`config.mk`:
```
export PLATFORM = sky130hd
export DESIGN_NAME = phy_event_flags
export DESIGN_NICKNAME = d
export VERILOG_FILES = /design/src/core/phy_event_pkg.sv /design/src/core/energy_watch.sv /design/src/core/phy_event_flags.sv
export VERILOG_INCLUDE_DIRS = /design/src /design/src/core
export SDC_FILE = /design/constraint.sdc
export NUM_CORES = 1
export LEC_CHECK = 0
export ABC_AREA = 1
export ABC_CLOCK_PERIOD_IN_PS = 3960
export BUFFER_PORTS_ARGS = -buffer_cell sky130_fd_sc_hd__clkbuf_2
export CAP_MARGIN = 20
export CORE_MARGIN = 5
export CORE_UTILIZATION = 55
export DETAILED_ROUTE_END_ITERATION = 10
export PLACE_DENSITY = 0.83
export SLEW_MARGIN = 0
export SYNTH_ARGS = -nofsm -noshare
export SYNTH_HDL_FRONTEND = slang
export SYNTH_HIERARCHICAL = 1
export SYNTH_SLANG_ARGS = --single-unit
```
`constraint.sdc`:
```
create_clock -name clk_sys -period 3.96 [get_ports clk_sys]
set_input_delay 0.792 -clock clk_sys [delete_from_list [all_inputs] [get_ports clk_sys]]
set_output_delay 0.792 -clock clk_sys [all_outputs]
set_load 0.05 [all_outputs]
```
`src/core/phy_event_defs.svh`:
```
// Offsets, field positions, reset values and timing counts of the PHY
// event and status register group.
// Assumes a 20 MHz system clock and a plain register port.
`ifndef PHY_EVENT_DEFS_SVH
`define PHY_EVENT_DEFS_SVH

// Register indices as printed.
`define EVENT_SOURCE_FLAGS_OFS       5'h1D
`define EVENT_ENABLE_MASK_OFS        5'h1E
`define NEGOTIATION_SPEED_STATUS_OFS 5'h1F
// Own additions: interrupt status and mask for the block's own events.
`define IRQ_STATUS_OFS               5'h1A
`define IRQ_MASK_OFS                 5'h1B

// Event flag bit positions.
`define LINE_ENERGY_BIT      7
`define NEG_COMPLETE_BIT     6
`define REMOTE_FAULT_BIT     5
`define LINK_LOST_BIT        4
`define PARTNER_ACK_BIT      3
`define PAR_DET_FAULT_BIT    2
`define PAGE_RECEIVED_BIT    1

// Status register fields.
`define AUTODONE_BIT         12
`define FILLER_LSB           5
`define FILLER_MSB           11
`define FILLER_RESET         7'h02
`define SPEED_LSB            2
`define SPEED_MSB            4

// Resolved speed and duplex codes.
`define SPD_10_HALF          3'h1
`define SPD_10_FULL          3'h5
`define SPD_100_HALF         3'h2
`define SPD_100_FULL         3'h6

// Energy timeout.
`define ENERGY_TIMEOUT_MS    256
`define CLK_HZ               20000000

`endif

```
`src/core/phy_event_pkg.sv`:
```
// Types shared by the PHY event and status register group.
// Assumes the constants header is included by its users.
package phy_event_pkg;

  // Raw event indications from the PHY core, one-cycle or level.
  typedef struct packed {
    logic page_received;
    logic par_det_fault;
    logic partner_ack;
    logic link_up;
    logic remote_fault;
    logic neg_complete;
    logic energy_seen;
  } phy_events_t;

  // Register port request.
  typedef struct packed {
    logic [4:0]  addr;
    logic [15:0] wdata;
    logic        wr;
    logic        rd;
  } reg_req_t;

  // State of the energy watchdog.
  typedef enum logic [0:0] {
    ENERGY_ON,
    ENERGY_OFF
  } energy_state_t;

endpackage

```
`src/core/energy_watch.sv`:
```
// Energy watchdog: holds line energy present until no energy for a timeout.
// Assumes energy_seen is synchronous to clk_sys.
`include "phy_event_defs.svh"
`timescale 1ns/1ps
`default_nettype none
module energy_watch
  import phy_event_pkg::*;
#(
  parameter int unsigned TIMEOUT_CYCLES =
    `ENERGY_TIMEOUT_MS * (`CLK_HZ / 1000)
) (
  input  wire logic clk_sys,
  input  wire logic rst_n,
  input  wire logic energy_seen,
  output var  logic present
);

  typedef struct packed {
    energy_state_t st;
    logic [31:0]   cnt;
    logic          present;
  } ew_state_t;

  ew_state_t s_q;
  ew_state_t s_d;

  // Count quiet cycles; energy restarts the count and restores presence.
  always_comb begin
    s_d = s_q;
    case (s_q.st)
      ENERGY_ON: begin
        if (energy_seen) begin
          s_d.cnt = 32'h0;
        end else if (s_q.cnt >= TIMEOUT_CYCLES - 1) begin
          s_d.st = ENERGY_OFF;
          s_d.present = 1'b0;
          s_d.cnt = 32'h0;
        end else begin
          s_d.cnt = s_q.cnt + 32'h1;
        end
      end
      ENERGY_OFF: begin
        if (energy_seen) begin
          s_d.st = ENERGY_ON;
          s_d.present = 1'b1;
        end
      end
      default: s_d = s_q;
    endcase
  end

  // Hardware reset brings presence back to one.
  always_ff @(posedge clk_sys) begin
    if (!rst_n) begin
      s_q <= '{st: ENERGY_ON, cnt: 32'h0, present: 1'b1};
    end else begin
      s_q <= s_d;
    end
  end

  assign present = s_q.present;

endmodule
`default_nettype wire

```
`src/core/phy_event_flags.sv`:
```
// PHY event flag, event mask and negotiation status registers.
// Assumes event inputs synchronous to clk_sys and a one-cycle register port.
//
// Operation
// - Bit 7 latches when line energy becomes present.
// - Bit 6 latches when auto-negotiation completes.
// - Bit 5 latches when the partner reports a remote fault.
// - Bit 4 latches when the link goes down.
// - Bit 3 latches when the partner acknowledge arrives.
// - Bit 2 latches on a parallel detection fault.
// - Bit 1 latches when a negotiation page is received.
// - Flag bits 15 to 8 and 0 read zero after reset.
// - After reset the link-lost flag reflects the present link state.
// - Mask bits 7 to 0 are writable, reset zero, one enables.
// - Mask bits 15 to 8 read zero; master writes them zero.
// - Status bit 12 shows negotiation done, reset zero.
// - Status bits 4 to 2 give resolved speed and duplex code.
// - Status bits 11 to 5 writable, reset to 0000010b.
// - Energy present drops after 256 ms quiet, returns when energy is seen again or on reset.
//
// Strobed register access was chosen for this implementation.
`include "phy_event_defs.svh"
`timescale 1ns/1ps
`default_nettype none
module phy_event_flags
  import phy_event_pkg::*;
#(
  parameter int unsigned ENERGY_TIMEOUT_CYCLES =
    `ENERGY_TIMEOUT_MS * (`CLK_HZ / 1000)
) (
  input  wire logic        clk_sys,
  input  wire logic        rst_n,
  input  wire phy_events_t ev,
  input  wire logic        autodone,
  input  wire logic [2:0]  resolved_speed_duplex,
  input  wire logic [4:0]  addr,
  input  wire logic [15:0] wdata,
  input  wire logic        wr,
  input  wire logic        rd,
  output logic      [15:0] rdata,
  output logic             phy_irq,
  output logic             blk_irq,
  output logic             line_energy_present
);

  // Whole state of the register group.
  typedef struct packed {
    logic [7:0]  flags;
    logic [7:0]  mask;
    logic [6:0]  filler;
    logic        autodone;
    logic [2:0]  speed;
    logic        energy_d1;
    logic        link_d1;
    logic        neg_d1;
    logic        first;
    logic [15:0] rdata;
    logic        phy_irq;
    logic [1:0]  irq_sts;
    logic [1:0]  irq_msk;
    logic        blk_irq;
  } regs_t;

  regs_t s_q;
  regs_t s_d;

  logic energy_now;
  logic [7:0] hit;
  logic [7:0] level;
  logic [15:0] rd_val;

  energy_watch #(
    .TIMEOUT_CYCLES (ENERGY_TIMEOUT_CYCLES)
  ) u_energy (
    .clk_sys     (clk_sys),
    .rst_n       (rst_n),
    .energy_seen (ev.energy_seen),
    .present     (energy_now)
  );

  // Event detection: edges and levels that set each flag.
  always_comb begin
    hit = 8'h00;
    level = 8'h00;
    hit[`LINE_ENERGY_BIT] = energy_now & ~s_q.energy_d1;
    hit[`NEG_COMPLETE_BIT] = ev.neg_complete & ~s_q.neg_d1;
    hit[`REMOTE_FAULT_BIT] = ev.remote_fault;
    hit[`LINK_LOST_BIT] = ~ev.link_up & s_q.link_d1;
    hit[`PARTNER_ACK_BIT] = ev.partner_ack;
    hit[`PAR_DET_FAULT_BIT] = ev.par_det_fault;
    hit[`PAGE_RECEIVED_BIT] = ev.page_received;
    // Conditions still standing keep their flag through a read.
    level[`REMOTE_FAULT_BIT] = ev.remote_fault;
    level[`LINK_LOST_BIT] = ~ev.link_up;
    level[`PAR_DET_FAULT_BIT] = ev.par_det_fault;
  end

  // Read multiplexer; unmapped indices read zero.
  always_comb begin
    case (addr)
      `EVENT_SOURCE_FLAGS_OFS: rd_val = {8'h00, s_q.flags};
      `EVENT_ENABLE_MASK_OFS: rd_val = {8'h00, s_q.mask};
      `NEGOTIATION_SPEED_STATUS_OFS: begin
        rd_val = 16'h0000;
        rd_val[`AUTODONE_BIT] = s_q.autodone;
        rd_val[`FILLER_MSB:`FILLER_LSB] = s_q.filler;
        rd_val[`SPEED_MSB:`SPEED_LSB] = s_q.speed;
      end
      `IRQ_STATUS_OFS: rd_val = {14'h0000, s_q.irq_sts};
      `IRQ_MASK_OFS: rd_val = {14'h0000, s_q.irq_msk};
      default: rd_val = 16'h0000;
    endcase
  end

  // Next state of every register.
  always_comb begin
    logic [7:0] nf;
    logic [1:0] ev2;
    s_d = s_q;
    nf = s_q.flags;
    ev2 = 2'b00;
    s_d.energy_d1 = energy_now;
    s_d.link_d1 = ev.link_up;
    s_d.neg_d1 = ev.neg_complete;
    s_d.autodone = autodone;
    s_d.speed = resolved_speed_duplex;
    s_d.first = 1'b0;
    s_d.rdata = rd ? rd_val : 16'h0000;
    // A read clears the flags; live conditions and new hits win.
    if (rd && addr == `EVENT_SOURCE_FLAGS_OFS) begin
      nf = level;
    end
    nf = nf | hit;
    if (s_q.first) begin
      nf[`LINK_LOST_BIT] = ~ev.link_up;
    end
    nf[0] = 1'b0;
    s_d.flags = nf;
    if (wr && addr == `EVENT_ENABLE_MASK_OFS) begin
      s_d.mask = wdata[7:0];
    end
    if (wr && addr == `NEGOTIATION_SPEED_STATUS_OFS) begin
      s_d.filler = wdata[`FILLER_MSB:`FILLER_LSB];
    end
    if (wr && addr == `IRQ_MASK_OFS) begin
      s_d.irq_msk = wdata[1:0];
    end
    // Block events: any flag newly latched, and energy loss.
    ev2[0] = |(nf & ~s_q.flags);
    ev2[1] = s_q.energy_d1 & ~energy_now;
    if (wr && addr == `IRQ_STATUS_OFS) begin
      s_d.irq_sts = s_q.irq_sts & ~wdata[1:0];
    end
    s_d.irq_sts = s_d.irq_sts | ev2; // Set wins over a clear.
    s_d.phy_irq = |(nf & s_d.mask);
    s_d.blk_irq = |(s_d.irq_sts & s_d.irq_msk);
  end

  // Registers; the first cycle after reset samples the link.
  always_ff @(posedge clk_sys) begin
    if (!rst_n) begin
      s_q <= '0;
      s_q.filler <= `FILLER_RESET;
      s_q.energy_d1 <= 1'b1;
      s_q.link_d1 <= 1'b0;
      s_q.first <= 1'b1;
    end else begin
      s_q <= s_d;
    end
  end

  assign rdata = s_q.rdata;
  assign phy_irq = s_q.phy_irq;
  assign blk_irq = s_q.blk_irq;
  assign line_energy_present = s_q.energy_d1;

endmodule
`default_nettype wire

```
Yosys cells after proc, flatten, opt, wreduce, memory -nomap -nowiden --
Cells that the tools add are included.
Storage, ports and cells: register bits 87, latch bits 0, bits in writable memories 0, memory bits (read-only) 0, input bits 36, word-level logic and storage cells 73, memories kept 0
Operators by class: add/sub/neg operators 1, multiply operators 0, div/mod/pow operators 0, order comparisons 1, eq/ne operators 8, shift-type cells 0, muxes and demuxes 18, bitwise logic cells 17, reduce and logical (&&, ||, !) cells 10
Operators with widths (count):
- one-hot mux 13 bit (5 select lines) | 1
- two-way mux 32 bit | 2
- adder 32 x 1 -> 32 bit (second input constant) | 1
- >= comparator 32 x 23 -> 1 bit (second input constant) | 1
- == test 5 bit (second input constant) | 5
- two-way mux 23 bit | 1
- bitwise AND 8 bit | 2
- two-way mux 16 bit | 1
- two-way mux 8 bit | 2
- OR reduction 8 bit | 2
- NOT 8 bit | 1
- bitwise OR 8 bit | 1
- two-way mux 1 bit | 7
- logical AND 1 bit | 5
- NOT 1 bit | 5
- bitwise AND 1 bit | 4
- bitwise AND 2 bit | 2
- two-way mux 2 bit | 2
- != test 2 bit (second input constant) | 2
- one-hot mux 1 bit (2 select lines) | 2
- AND reduction 3 bit | 1
- != test 2 x 1 -> 1 bit (second input constant) | 1
- NOT 2 bit | 1
- bitwise OR 2 bit | 1
- 2 further kinds | 2

Longest topological paths before layout --
Gate-level depths: netlist (run 1).
depth in word-level cells 11, mapped depth 12, mapped depth without buffers 12

Hierarchy --
Netlist (run 1), hierarchy kept.
By module, submodules not included:
- phy_event_flags | instances 1, cells an instance 288, area an instance 2128.3 um^2, sequential area each 980.9 um^2
- energy_watch | instances 1, cells an instance 331, area an instance 2044.5 um^2, sequential area each 680.7 um^2

Worst setup path before layout (run 1) --
OpenSTA, ideal clock, no wires.
path type input to register, start in addr[1], end reg s_q (netlist bit blk_irq), arrival 1.585 ns, slack 2.262 ns, stages on the path 9, path buffers 0, cell sequence nand2_1 > nor2_4 > nand2_1 > nor2_1 > a21oi_1 > a21oi_2 > nor2_1 > nand2_1 > nand2_1
Between the ends: longest elaborated chain between the ends 10, elaborated cells between the ends (all ways) 16, classes of those cells eq/ne: 3; mux: 4; bitwise: 4; reduce/logical: 5
Ends and longest elaborated chain:
- start, declared | RTL line phy_event_flags.sv:36 | input wire logic [4:0] addr,
- == test 5 bit
- logical AND 1 bit (no source line)
- two-way mux 8 bit | RTL line phy_event_flags.sv:130 | if (rd && addr == `EVENT_SOURCE_FLAGS_OFS) begin
- bitwise OR 8 bit | RTL line phy_event_flags.sv:133 | nf = nf | hit;
- two-way mux 1 bit | RTL line phy_event_flags.sv:134 | if (s_q.first) begin
- bitwise AND 8 bit | RTL line phy_event_flags.sv:149 | ev2[0] = |(nf & ~s_q.flags);
- OR reduction 8 bit | RTL line phy_event_flags.sv:149
- bitwise OR 2 bit | RTL line phy_event_flags.sv:154 | s_d.irq_sts = s_d.irq_sts | ev2;
- bitwise AND 2 bit (*) | RTL line phy_event_flags.sv:156 | s_d.blk_irq = |(s_d.irq_sts & s_d.irq_msk);
- OR reduction 2 bit (*) | RTL line phy_event_flags.sv:156
- end, declared | RTL line phy_event_flags.sv:64 | regs_t s_q;
Every way passes the cells marked *; elsewhere a longest branch is shown, timed or not. A chain may end at the register's enable or synchronous reset.

Worst setup path in the final report (run 1) --
start in rst_n, end reg u_energy/s_q[25] (netlist name)
RTL lines:
- start, declared | RTL line phy_event_flags.sv:32 | input wire logic rst_n,
- end signal, assigned | RTL line energy_watch.sv:55 | s_q <= '{st: ENERGY_ON, cnt: 32'h0, present: 1'b1};
- end, declared | RTL line energy_watch.sv:24 | ew_state_t s_q;
No word-level cell between the ends.

==> key figures, run 1 <==
Clock network
  • CTS Hold Bufs: 0
  • CTS tree: yes
  • TritonCTS Buffers: 9
  • H-tree depth: 3
  • Clock Tree Root: clkbuf_8
  • Sink Count: 83
  • Largest buffer count on any clock path: 2
  • Post-CTS setup buffers: 0
  • Worst skew pair latency: 0.34 ns
  • Reg clk slew, reported paths: 0.08 ns
  • Post-CTS resize count: 0

Synthesis
  • Yosys top cell by area: dfxtp_1
  • Synth area leaders: dfxtp_1 (40%), nand2_1 (16%), nor2_1 (8.0%), inv_1 (6.7%), a21oi_1 (5.2%)
  • Post-synth cell types: 39
  • Yosys warns: 6
  • Post-synthesis sequential area ratio: 39.8%
  • Post-synthesis register bit count: 83
  • Synth Cell Area: 4170 µm²
  • Syn_area_per_cell: 6.74 µm²
  • Post-Synthesis Cells: 619
  • Top-area cell type share of the netlist area: 39.8%

Floorplan
  • Die area: 9430 µm²
  • Die W: 97.1 µm
  • Starting Density: 56.9%
  • Die span in y: 97.1 µm
  • Row cnt: 31
  • Core Area: 7330 µm²
  • I/O Pins: 55

Worst setup path
  • WP data required: 4.16 ns
  • Cell depth of the worst flop-to-flop path: 12
  • Crit path largest cell delay: 0.84 ns
  • CP Max Fanout: 32
  • CP endpoint kind: flop
  • CP Class: in2reg
  • CP startpoint: rst_n
  • CP Cell Sequence: clkbuf_2 > inv_1 > nor2_1
  • Worst path slowest cell: inv_1
  • Arr. time, crit path: 2.12 ns
  • Reg-to-Reg Start: u_energy/s_q[1]
  • CP Launch Type: input pin

Layout
  • # diodes: 0
  • Final std cells w/o fill: 753
  • Final nets: 687
  • Core Util, Final: 62.3%
  • Layout cell share with drive strength beyond 1: 13.1%
  • Area grow syn2layout: 9.54%

Hold path
  • Hold_sp: s_q[29]
  • Type of the worst min-delay path: reg2reg
  • WHS Path Cells: 2

STA
  • Slew HR: 35.2%
  • RSZ-0062 raised after global routing: no
  • Max Transition Viols Final: 0
  • Setup skew after layout: 0.00829 ns
  • Fmax: 0.521 GHz
  • Final period utilization: 48.5%
  • Final setup fails: 0
  • Worst Tran Pin Value: 0.971 ns
  • Final hold vios: 0
  • Min Tclk post-route: 1.92 ns
  • Sum of negative setup slack: 0 ns

Global routing
  • Vias in the first global route: 3626
  • Initial antenna violation count: 0
  • GRT Residual Overflow: 0
  • First-pass GRT wire length: 16.1 mm
  • GRT Overall Usage: 20.4%
  • Largest net degree at the start of global routing: 33

Detailed routing
  • Number of routed nets with antenna violations: 0
  • Final WL: 9.49 mm
  • Drt first pass iters: 6
  • Detailed-route DRC error count: 0
  • Routed wire per std cell: 12.6 µm
  • Total number of vias: 3929
  • Number of DRC markers in iteration 0: 250
  • Vias per cell: 5.22

Power
  • Clk pwr share: 42.8%
  • Int Pwr: 0.00129 W
  • Comb power frac: 5.7%
  • Psw: 0.000368 W
  • Pwr Total: 0.00166 W
  • Peak supply drop: 0.000202 V
  • Sequential Power Share: 51.5%
  • Sw Ratio: 22.2%
  • Power Density: 363 nW/µm²
  • Lkg Pwr: 2.09 nW

Placed design
  • RD Place Congestion: 0.967
  • Buffers on Ports: 47
  • Post-Place Cells: 738
  • Post-DP HPWL: 6.82 mm

Flow run
  • Max_cap viols: 0

Outcome
  • Run status: completed
[logic make-up after synthesis]
logic type / share of synthesized area [%]
and+or+nand+nor: 36.9
buffers and inverters: 12.3
DFF: 39.8
AOI/OAI and AO/OA: 9.36
xor gates and xnor gates: 1.26
adders and majority gates: 0.300
other: 0.0899
[flip-flops by register name, indices dropped and copies added, names as in the netlist]
| name | flops |
|---|---|
| s_q | 33 |
| line_energy_present | 1 |
| u_energy/s_q | 33 |
| blk_irq | 1 |
| u_energy/present | 1 |
| phy_irq | 1 |
| rdata | 13 |
[metal layers]
metal	GRT usage [%]	routed length [µm]	part of all wire [%]	vias up
li1	-	-	-	2002
met1	24.8	3980	42	1763
met5	0	0	0	-
met4	7.13	157	1.7	0
met3	5.81	798	8.4	14
met2	34.3	4550	48	150
[power groups by stage]
stage	Combinational (W)	Clock, W	Sequential [W]
floorplan	0.0000638	0	0.000873
global placement	0.0000920	0	0.000873
detailed placement	0.0000938	0	0.000873
CTS	0.0000944	0.000730	0.000854
global route	0.000106	0.000767	0.000856
finish	0.0000953	0.000711	0.000854
[cell type report]
class / count / area, µm²
flip-flops and latches: 83 / 1660
fillers: 677 / 2760
inverters: 80 / 300
well taps: 99 / 124
clock inverters: 6 / 113
clock buffers: 9 / 124
multi-input cells: 428 / 2010
repair buffers: 48 / 243
[critical path, delay by kind of cell]
family        cells  cell delay [ns]
simple gates      1             0.14
buf+inv           2             1.17
[per-stage QoR]
| step | setup slack, ns | instance area [µm²] | hold slack, ns |
|---|---|---|---|
| 2_1_floorplan | 2.26 | 4180 | 0.410 |
| 4_1_cts | 2.05 | 4570 | 0.434 |
| 6_report | 2.04 | 4570 | 0.430 |
| 3_3_place_gp | 1.73 | 4330 | 0.415 |
| 5_1_grt | 1.83 | 4570 | 0.447 |
| 3_5_place_dp | 1.66 | 4330 | 0.422 |
[worst paths after layout]
kind                                          to  slack, ns
worst max register to register  u_energy/s_q[19]       2.06
worst min-delay path                   rdata[12]       0.43
worst max-delay path            u_energy/s_q[25]       2.04
worst min register to register         rdata[12]       0.43
[synth_stat cells]
library cell / number
a21oi_1: 43
a21oi_2: 2
and3_1: 1
buf_1: 1
buf_2: 2
buf_4: 16
buf_6: 3
buf_8: 1
clkbuf_1: 6
clkbuf_4: 1
clkinv_1: 3
conb_1: 1
dfxtp_1: 83
ha_1: 1
inv_1: 75
inv_2: 2
nand2_1: 180
nand2_2: 4
nand2_4: 2
nand3_1: 17
nand3_2: 1
nand3_4: 2
nand3b_1: 2
nand4_1: 26
nor2_1: 89
nor2_2: 4
nor2_4: 4
nor2_8: 1
nor3_1: 13
nor3b_2: 1
o211ai_1: 3
o21a_1: 1
o21ai_0: 13
o21ai_1: 1
o21bai_1: 2
o221ai_1: 2
o22ai_1: 4
xnor2_1: 3
xor2_1: 3
[placed cells by master (no fill, tap or decap), types with 9 or more instances in the layout]
master and count:
clkbuf_2 47, nor3_1 13, nor2_1 89, a21oi_1 43
inv_1 75, nand3_1 17, nand2_1 180, clkbuf_8 9
o21ai_0 13, nand4_1 26, dfxtp_1 83
No activity file was read; power rests on OpenSTA's default activity.
==> run 2: changes to the inputs <==
--- a/config.mk
+++ b/config.mk
@@ -7,13 +7,13 @@
 export NUM_CORES = 1
 export LEC_CHECK = 0
 export ABC_AREA = 1
-export ABC_CLOCK_PERIOD_IN_PS = 3960
+export ABC_CLOCK_PERIOD_IN_PS = 1600
 export BUFFER_PORTS_ARGS = -buffer_cell sky130_fd_sc_hd__clkbuf_2
 export CAP_MARGIN = 20
 export CORE_MARGIN = 5
-export CORE_UTILIZATION = 55
+export CORE_UTILIZATION = 52
 export DETAILED_ROUTE_END_ITERATION = 10
-export PLACE_DENSITY = 0.83
+export PLACE_DENSITY = 0.82
 export SLEW_MARGIN = 0
 export SYNTH_ARGS = -nofsm -noshare
 export SYNTH_HDL_FRONTEND = slang
==> constraint.sdc (replaced) <==
create_clock -name clk_sys -period 1.6 [get_ports clk_sys]
set_input_delay 0.32 -clock clk_sys [delete_from_list [all_inputs] [get_ports clk_sys]]
set_output_delay 0.32 -clock clk_sys [all_outputs]
set_load 0.05 [all_outputs]
==> key figures, run 2 (synthesized netlist as in run 1, its figures left out) <==
Detailed routing
  • Routed wire per std cell: 13.6 µm
  • Number of DRC markers in iteration 0: 330
  • Final WL: 10.7 mm
  • Detailed-route DRC error count: 0
  • Number of routed nets with antenna violations: 0
  • Total number of vias: 4145
  • Vias per cell: 5.27
  • Drt first pass iters: 5

Clock network
  • CTS tree: yes
  • Sink Count: 83
  • H-tree depth: 3
  • CTS Hold Bufs: 0
  • Clock Tree Root: clkbuf_8
  • Largest buffer count on any clock path: 2
  • Reg clk slew, reported paths: 0.09 ns
  • TritonCTS Buffers: 9
  • Worst skew pair latency: 0.36 ns

Layout
  • Final std cells w/o fill: 786
  • Area grow syn2layout: 16.7%
  • # diodes: 0
  • Final nets: 716
  • Layout cell share with drive strength beyond 1: 20.6%
  • Final Cell Area: 4870 µm²
  • Most frequent cells in the layout: nand2_1 (176), nor2_1 (80), inv_1 (75)
  • Most common cell after layout, fill and taps aside: nand2_1

Worst setup path
  • WP data required: 1.85 ns
  • CP Cell Sequence: ha_4 > nand2_2 > inv_2 > nand2_2 > nor2_4 > nand2_2 > nand2_4 > nand2_8 > nand3_4 > nor2_2 > nor2_1 > nor2_1
  • Reg2reg setup slack: 0.08 ns
  • CP Class: reg2reg
  • Crit path largest cell delay: 0.36 ns
  • Worst path slowest cell: dfxtp_2
  • CP startpoint: u_energy/s_q[2]
  • Reg-to-Reg Start: u_energy/s_q[2]
  • CP Max Fanout: 7
  • Cell repeated most along the worst path: nand2_2
  • Arr. time, crit path: 1.78 ns
  • CP endpoint kind: flop
  • CP Launch Type: flop

STA
  • Setup skew after layout: 0.0101 ns
  • Final setup fails: 0
  • Fmax: 0.657 GHz
  • Final hold vios: 0
  • Min Tclk post-route: 1.52 ns
  • Final period utilization: 95.2%
  • Max Transition Viols Final: 0
  • Hold Slack: 0.136 ns

Floorplan
  • Die W: 99.6 µm
  • Die area: 9920 µm²
  • Row cnt: 32
  • Core Area: 7770 µm²
  • I/O Pins: 55
  • Die span in y: 99.6 µm
  • Starting Density: 53.7%

Global routing
  • GRT Residual Overflow: 0
  • GRT Overall Usage: 20.6%
  • Largest net degree at the start of global routing: 29
  • Vias in the first global route: 3802
  • Initial antenna violation count: 0
  • First-pass GRT wire length: 16.8 mm

Placed design
  • Post-Place Cells: 761
  • Area post-placement: 4500 µm²
  • RD Place Congestion: 0.918
  • Post-DP HPWL: 7.38 mm
  • Buffers on Ports: 47

Power
  • Lkg Pwr: 2.23 nW
  • Peak supply drop: 0.000445 V
  • Pwr Total: 0.00384 W
  • Power Density: 788 nW/µm²

Hold path
  • Hold_sp: resolved_speed_duplex[1]
  • Type of the worst min-delay path: in2reg

Flow run
  • Max_cap viols: 0

Outcome
  • Run status: completed
run 2: changes by cell type in the layout (fill, tap and decap cells not counted), moves of 3 or more:
cell / delta
dfxtp_2: +10
bufinv_16: -3
nand2_2: +3
buf_12: +3
nor2_1: -9
dfxtp_1: -10
buf_4: +24
nor2_2: +8
nand2_1: -4
run 2: cell type report:
type                            instances  area (µm²)
Clock buffer                           12         155
Clock inverter                          4        32.5
Fill cell                             682        2900
Inverter                               80         300
Multi-Input combinational cell        430        2100
Sequential cell                        83        1670
Tap cell                              102         128
Timing Repair Buffer                   75         483
run 2: worst max-delay path, delay by kind of cell (launching register included):
family / cells / cell delay [ns]
flops: 1 / 0.36
fa+ha+maj: 1 / 0.14
simple gates: 10 / 0.83
buf+inv: 1 / 0.07
run 2: worst paths after layout:
kind,to,depth (start not counted)
max,u_energy/s_q[18],12
min,s_q[27],3
max reg2reg,u_energy/s_q[18],12
min reg2reg,u_energy/s_q[26],2
run 2: metrics by stage:
step	setup slack [ns]	setup TNS [ns]	util, %
after global placement	0.0706	0	57.9
after CTS	0.00530	0	60.5
after global routing	-0.0432	-0.0809	62.7
final	0.0768	0	62.7
after floorplan	0.0515	0	-
after detailed placement	0.0136	0	57.9
run 2: layer usage:
metal | routed length (µm) | share of wire (%) | GRT usage (%)
met1 | 4350 | 41 | 25.3
met2 | 5290 | 49 | 34.5
met3 | 821 | 7.7 | 4.77
met4 | 250 | 2.3 | 8.93
met5 | 0 | 0 | 0
run 2: what timing repair did:
item / CTS / global route
pin swaps: 0 / 7
buffers inserted: 0 / 7
cloned: 0 / 2
resized for setup: 2 / 29
endpoints found under the setup margin: 1 / 16
run 2: where the power goes:
part           switching (W)  internal (W)  leakage, nW
sequential         0.0000177       0.00210        0.678
combinational       0.000178     0.0000841         1.46
clock               0.000803      0.000658       0.0892
==> run 3: changes to the inputs <==
--- a/config.mk
+++ b/config.mk
@@ -6,14 +6,15 @@
 export SDC_FILE = /design/constraint.sdc
 export NUM_CORES = 1
 export LEC_CHECK = 0
-export ABC_AREA = 1
 export ABC_CLOCK_PERIOD_IN_PS = 1600
 export BUFFER_PORTS_ARGS = -buffer_cell sky130_fd_sc_hd__clkbuf_2
 export CAP_MARGIN = 20
 export CORE_MARGIN = 5
-export CORE_UTILIZATION = 52
+export CORE_UTILIZATION = 51
+export CTS_CLUSTER_DIAMETER = 40
 export DETAILED_ROUTE_END_ITERATION = 10
-export PLACE_DENSITY = 0.82
+export PLACE_DENSITY = 0.81
+export SETUP_SLACK_MARGIN = 0.05
 export SLEW_MARGIN = 0
 export SYNTH_ARGS = -nofsm -noshare
 export SYNTH_HDL_FRONTEND = slang
==> key figures, run 3 <==
Outcome
  • Run status: finished, violations left
  • Failing checks: negative setup slack

Floorplan
  • Die W: 97.3 µm
  • Row cnt: 31
  • Core Area: 7330 µm²
  • Die area: 9460 µm²
  • I/O Pins: 55
  • Die span in y: 97.3 µm
  • Starting Density: 53.0%

Synthesis
  • Synth area leaders: dfxtp_1 (43%), mux2i_1 (4.6%), nand2_1 (4.4%), nor2_1 (3.8%), buf_4 (3.5%)
  • Ys flop type: dfxtp_1
  • Syn_area_per_cell: 9.18 µm²
  • Post-synth cell types: 64
  • Post-synth EDFFs: 0
  • Async SR Flop Fraction: 0%
  • Synth Cell Area: 3880 µm²
  • Post-synthesis register bit count: 83
  • Yosys warns: 6
  • List of most frequent post-synthesis cells: dfxtp_1 (83), nand2_1 (46), nor2_1 (39)
  • Post-Synthesis Cells: 423
  • Post-synthesis sequential area ratio: 42.8%
  • Yosys top cell by area: dfxtp_1
  • Top-area cell type share of the netlist area: 42.8%
  • Most common cell in the netlist: dfxtp_1

Detailed routing
  • Total number of vias: 3432
  • Routed wire per std cell: 16.4 µm
  • Number of DRC markers in iteration 0: 162
  • Detailed-route DRC error count: 0
  • Vias per cell: 5.54
  • Final WL: 10.2 mm
  • Drt first pass iters: 5
  • Number of routed nets with antenna violations: 0

Worst setup path
  • CP Launch Type: flop
  • CP Max Fanout: 7
  • CP endpoint kind: flop
  • WP data required: 1.85 ns
  • Arr. time, crit path: 1.98 ns
  • CP Class: reg2reg

Placed design
  • Post-Place Cells: 593
  • Buffers on Ports: 47
  • Post-DP HPWL: 6.60 mm
  • RD Place Congestion: 0.845

Global routing
  • GRT Residual Overflow: 0
  • GRT Overall Usage: 20.0%
  • Initial antenna violation count: 0
  • First-pass GRT wire length: 15.8 mm
  • Vias in the first global route: 3368
  • Largest net degree at the start of global routing: 18

Layout
  • Final nets: 553
  • Most frequent cells in the layout: dfxtp_1 (69), buf_4 (59), clkbuf_2 (47)
  • Layout cell share with drive strength beyond 1: 35.7%
  • Most common cell after layout, fill and taps aside: dfxtp_1
  • Final std cells w/o fill: 620
  • # diodes: 0
  • Area grow syn2layout: 28.9%

STA
  • Min Tclk post-route: 1.73 ns
  • Setup skew after layout: 0.0171 ns
  • Final hold vios: 0
  • Final period utilization: 108%
  • Max Transition Viols Final: 0
  • RSZ-0062 raised after global routing: yes
  • Final Worst Setup Slack: -0.128 ns
  • Sum of negative setup slack: -1.90 ns
  • Final setup fails: 27
  • Fmax: 0.579 GHz

Clock network
  • Clock Tree Root: clkbuf_8
  • TritonCTS Buffers: 9
  • CTS tree: yes
  • Largest buffer count on any clock path: 2
  • H-tree depth: 3
  • Reg clk slew, reported paths: 0.10 ns
  • Sink Count: 83
  • Worst skew pair latency: 0.37 ns

Power
  • Peak supply drop: 0.000746 V
  • Power Density: 842 nW/µm²
  • Lkg Pwr: 2.10 nW
  • Pwr Total: 0.00422 W

Hold path
  • Type of the worst min-delay path: in2reg

Flow run
  • Max_cap viols: 0
==> run 3: changes by cell type in the layout (fill, tap and decap cells not counted), sizes merged, moves of 10 or more <==
cell	before	now
and3	1	11
buf	28	71
nor2	99	41
inv	79	16
and2	0	21
nand4	26	16
a21oi	45	12
nand2	187	47
mux2i	0	18
==> run 3: metal layers <==
metal	vias up	part of all wire [%]	global-route usage (%)
li1	1659	-	-
met2	118	51	35.0
met4	0	1.4	5.22
met5	-	0	0
met3	18	5.8	5.60
met1	1637	42	24.0
==> run 3: per-stage QoR <==
step                instance area, µm²  hold WS (ns)  worst slack (ns)  util, %
CTS                               4820         0.156           -0.0587     65.7
floorplan                         3940         0.406           -0.0482        -
global route                      5010         0.153            -0.224     68.3
global placement                  4510         0.410           -0.0876     61.5
finish                            5010         0.159            -0.128     68.3
detailed placement                4510         0.421            -0.126     61.5
==> run 3: logic make-up (layout without fill, tap and decap cells) <==
kind of cell             Yosys count  after routing  synth area share, %
AND/OR/NAND/NOR                  184            184                 27.0
flip-flops                        83             83                 42.8
AO/OA/AOI/OAI                     75             75                 14.8
buffers and inverters             51            147                 7.86
multiplexers                      22             22                 5.80
XOR/XNOR                           6              6                 1.35
adder cells (fa/ha/maj)            1              1                0.322
other                              1              3               0.0966
==> run 3: final cells by class <==
cell class                 instances  area [µm²]
sequential                        83        1690
fill                             530        2320
clock buffer                      10         149
inverter                          13        48.8
timing repair buffer             118         840
multi-input combinational        291        2060
tap                               99         124
clock inverter                     6        97.6
==> run 3: path summary, 6_finish.rpt <==
| kind | from | to | slack [ns] | cells after the start |
|---|---|---|---|---|
| worst max-delay path | u_energy/s_q[5] | u_energy/s_q[18] | -0.13 | 7 |
| worst min-delay path | autodone | s_q[29] | 0.16 | 2 |
| worst max register to register | u_energy/s_q[5] | u_energy/s_q[18] | -0.13 | 7 |
| worst min register to register | s_q[29] | rdata[12] | 0.44 | 1 |
==> run 3: critical path, stage by stage (launching register included) <==
cell and delay, ns:
dfxtp_2 0.37, nand4_4 0.14, nor4_4 0.35, nand4b_1 0.21, buf_6 0.19, nand3_2 0.10, buf_4 0.15, o211ai_2 0.09
==> run 3: what timing repair did <==
item | CTS | global route
gates resized for setup | 14 | 24
pin swaps | 12 | 13
buffers inserted | 2 | 10
setup endpoints to repair | 29 | 30
gates cloned | 0 | 0
hold buffers | 0 | 0
==> run 3: where the power goes <==
| group | switching (W) | total (W) | internal, W |
|---|---|---|---|
| logic | 0.000153 | 0.000270 | 0.000117 |
| registers | 0.0000176 | 0.00211 | 0.00209 |
| clock network | 0.000841 | 0.00184 | 0.00100 |
| total | 0.00101 | 0.00422 | 0.00321 |
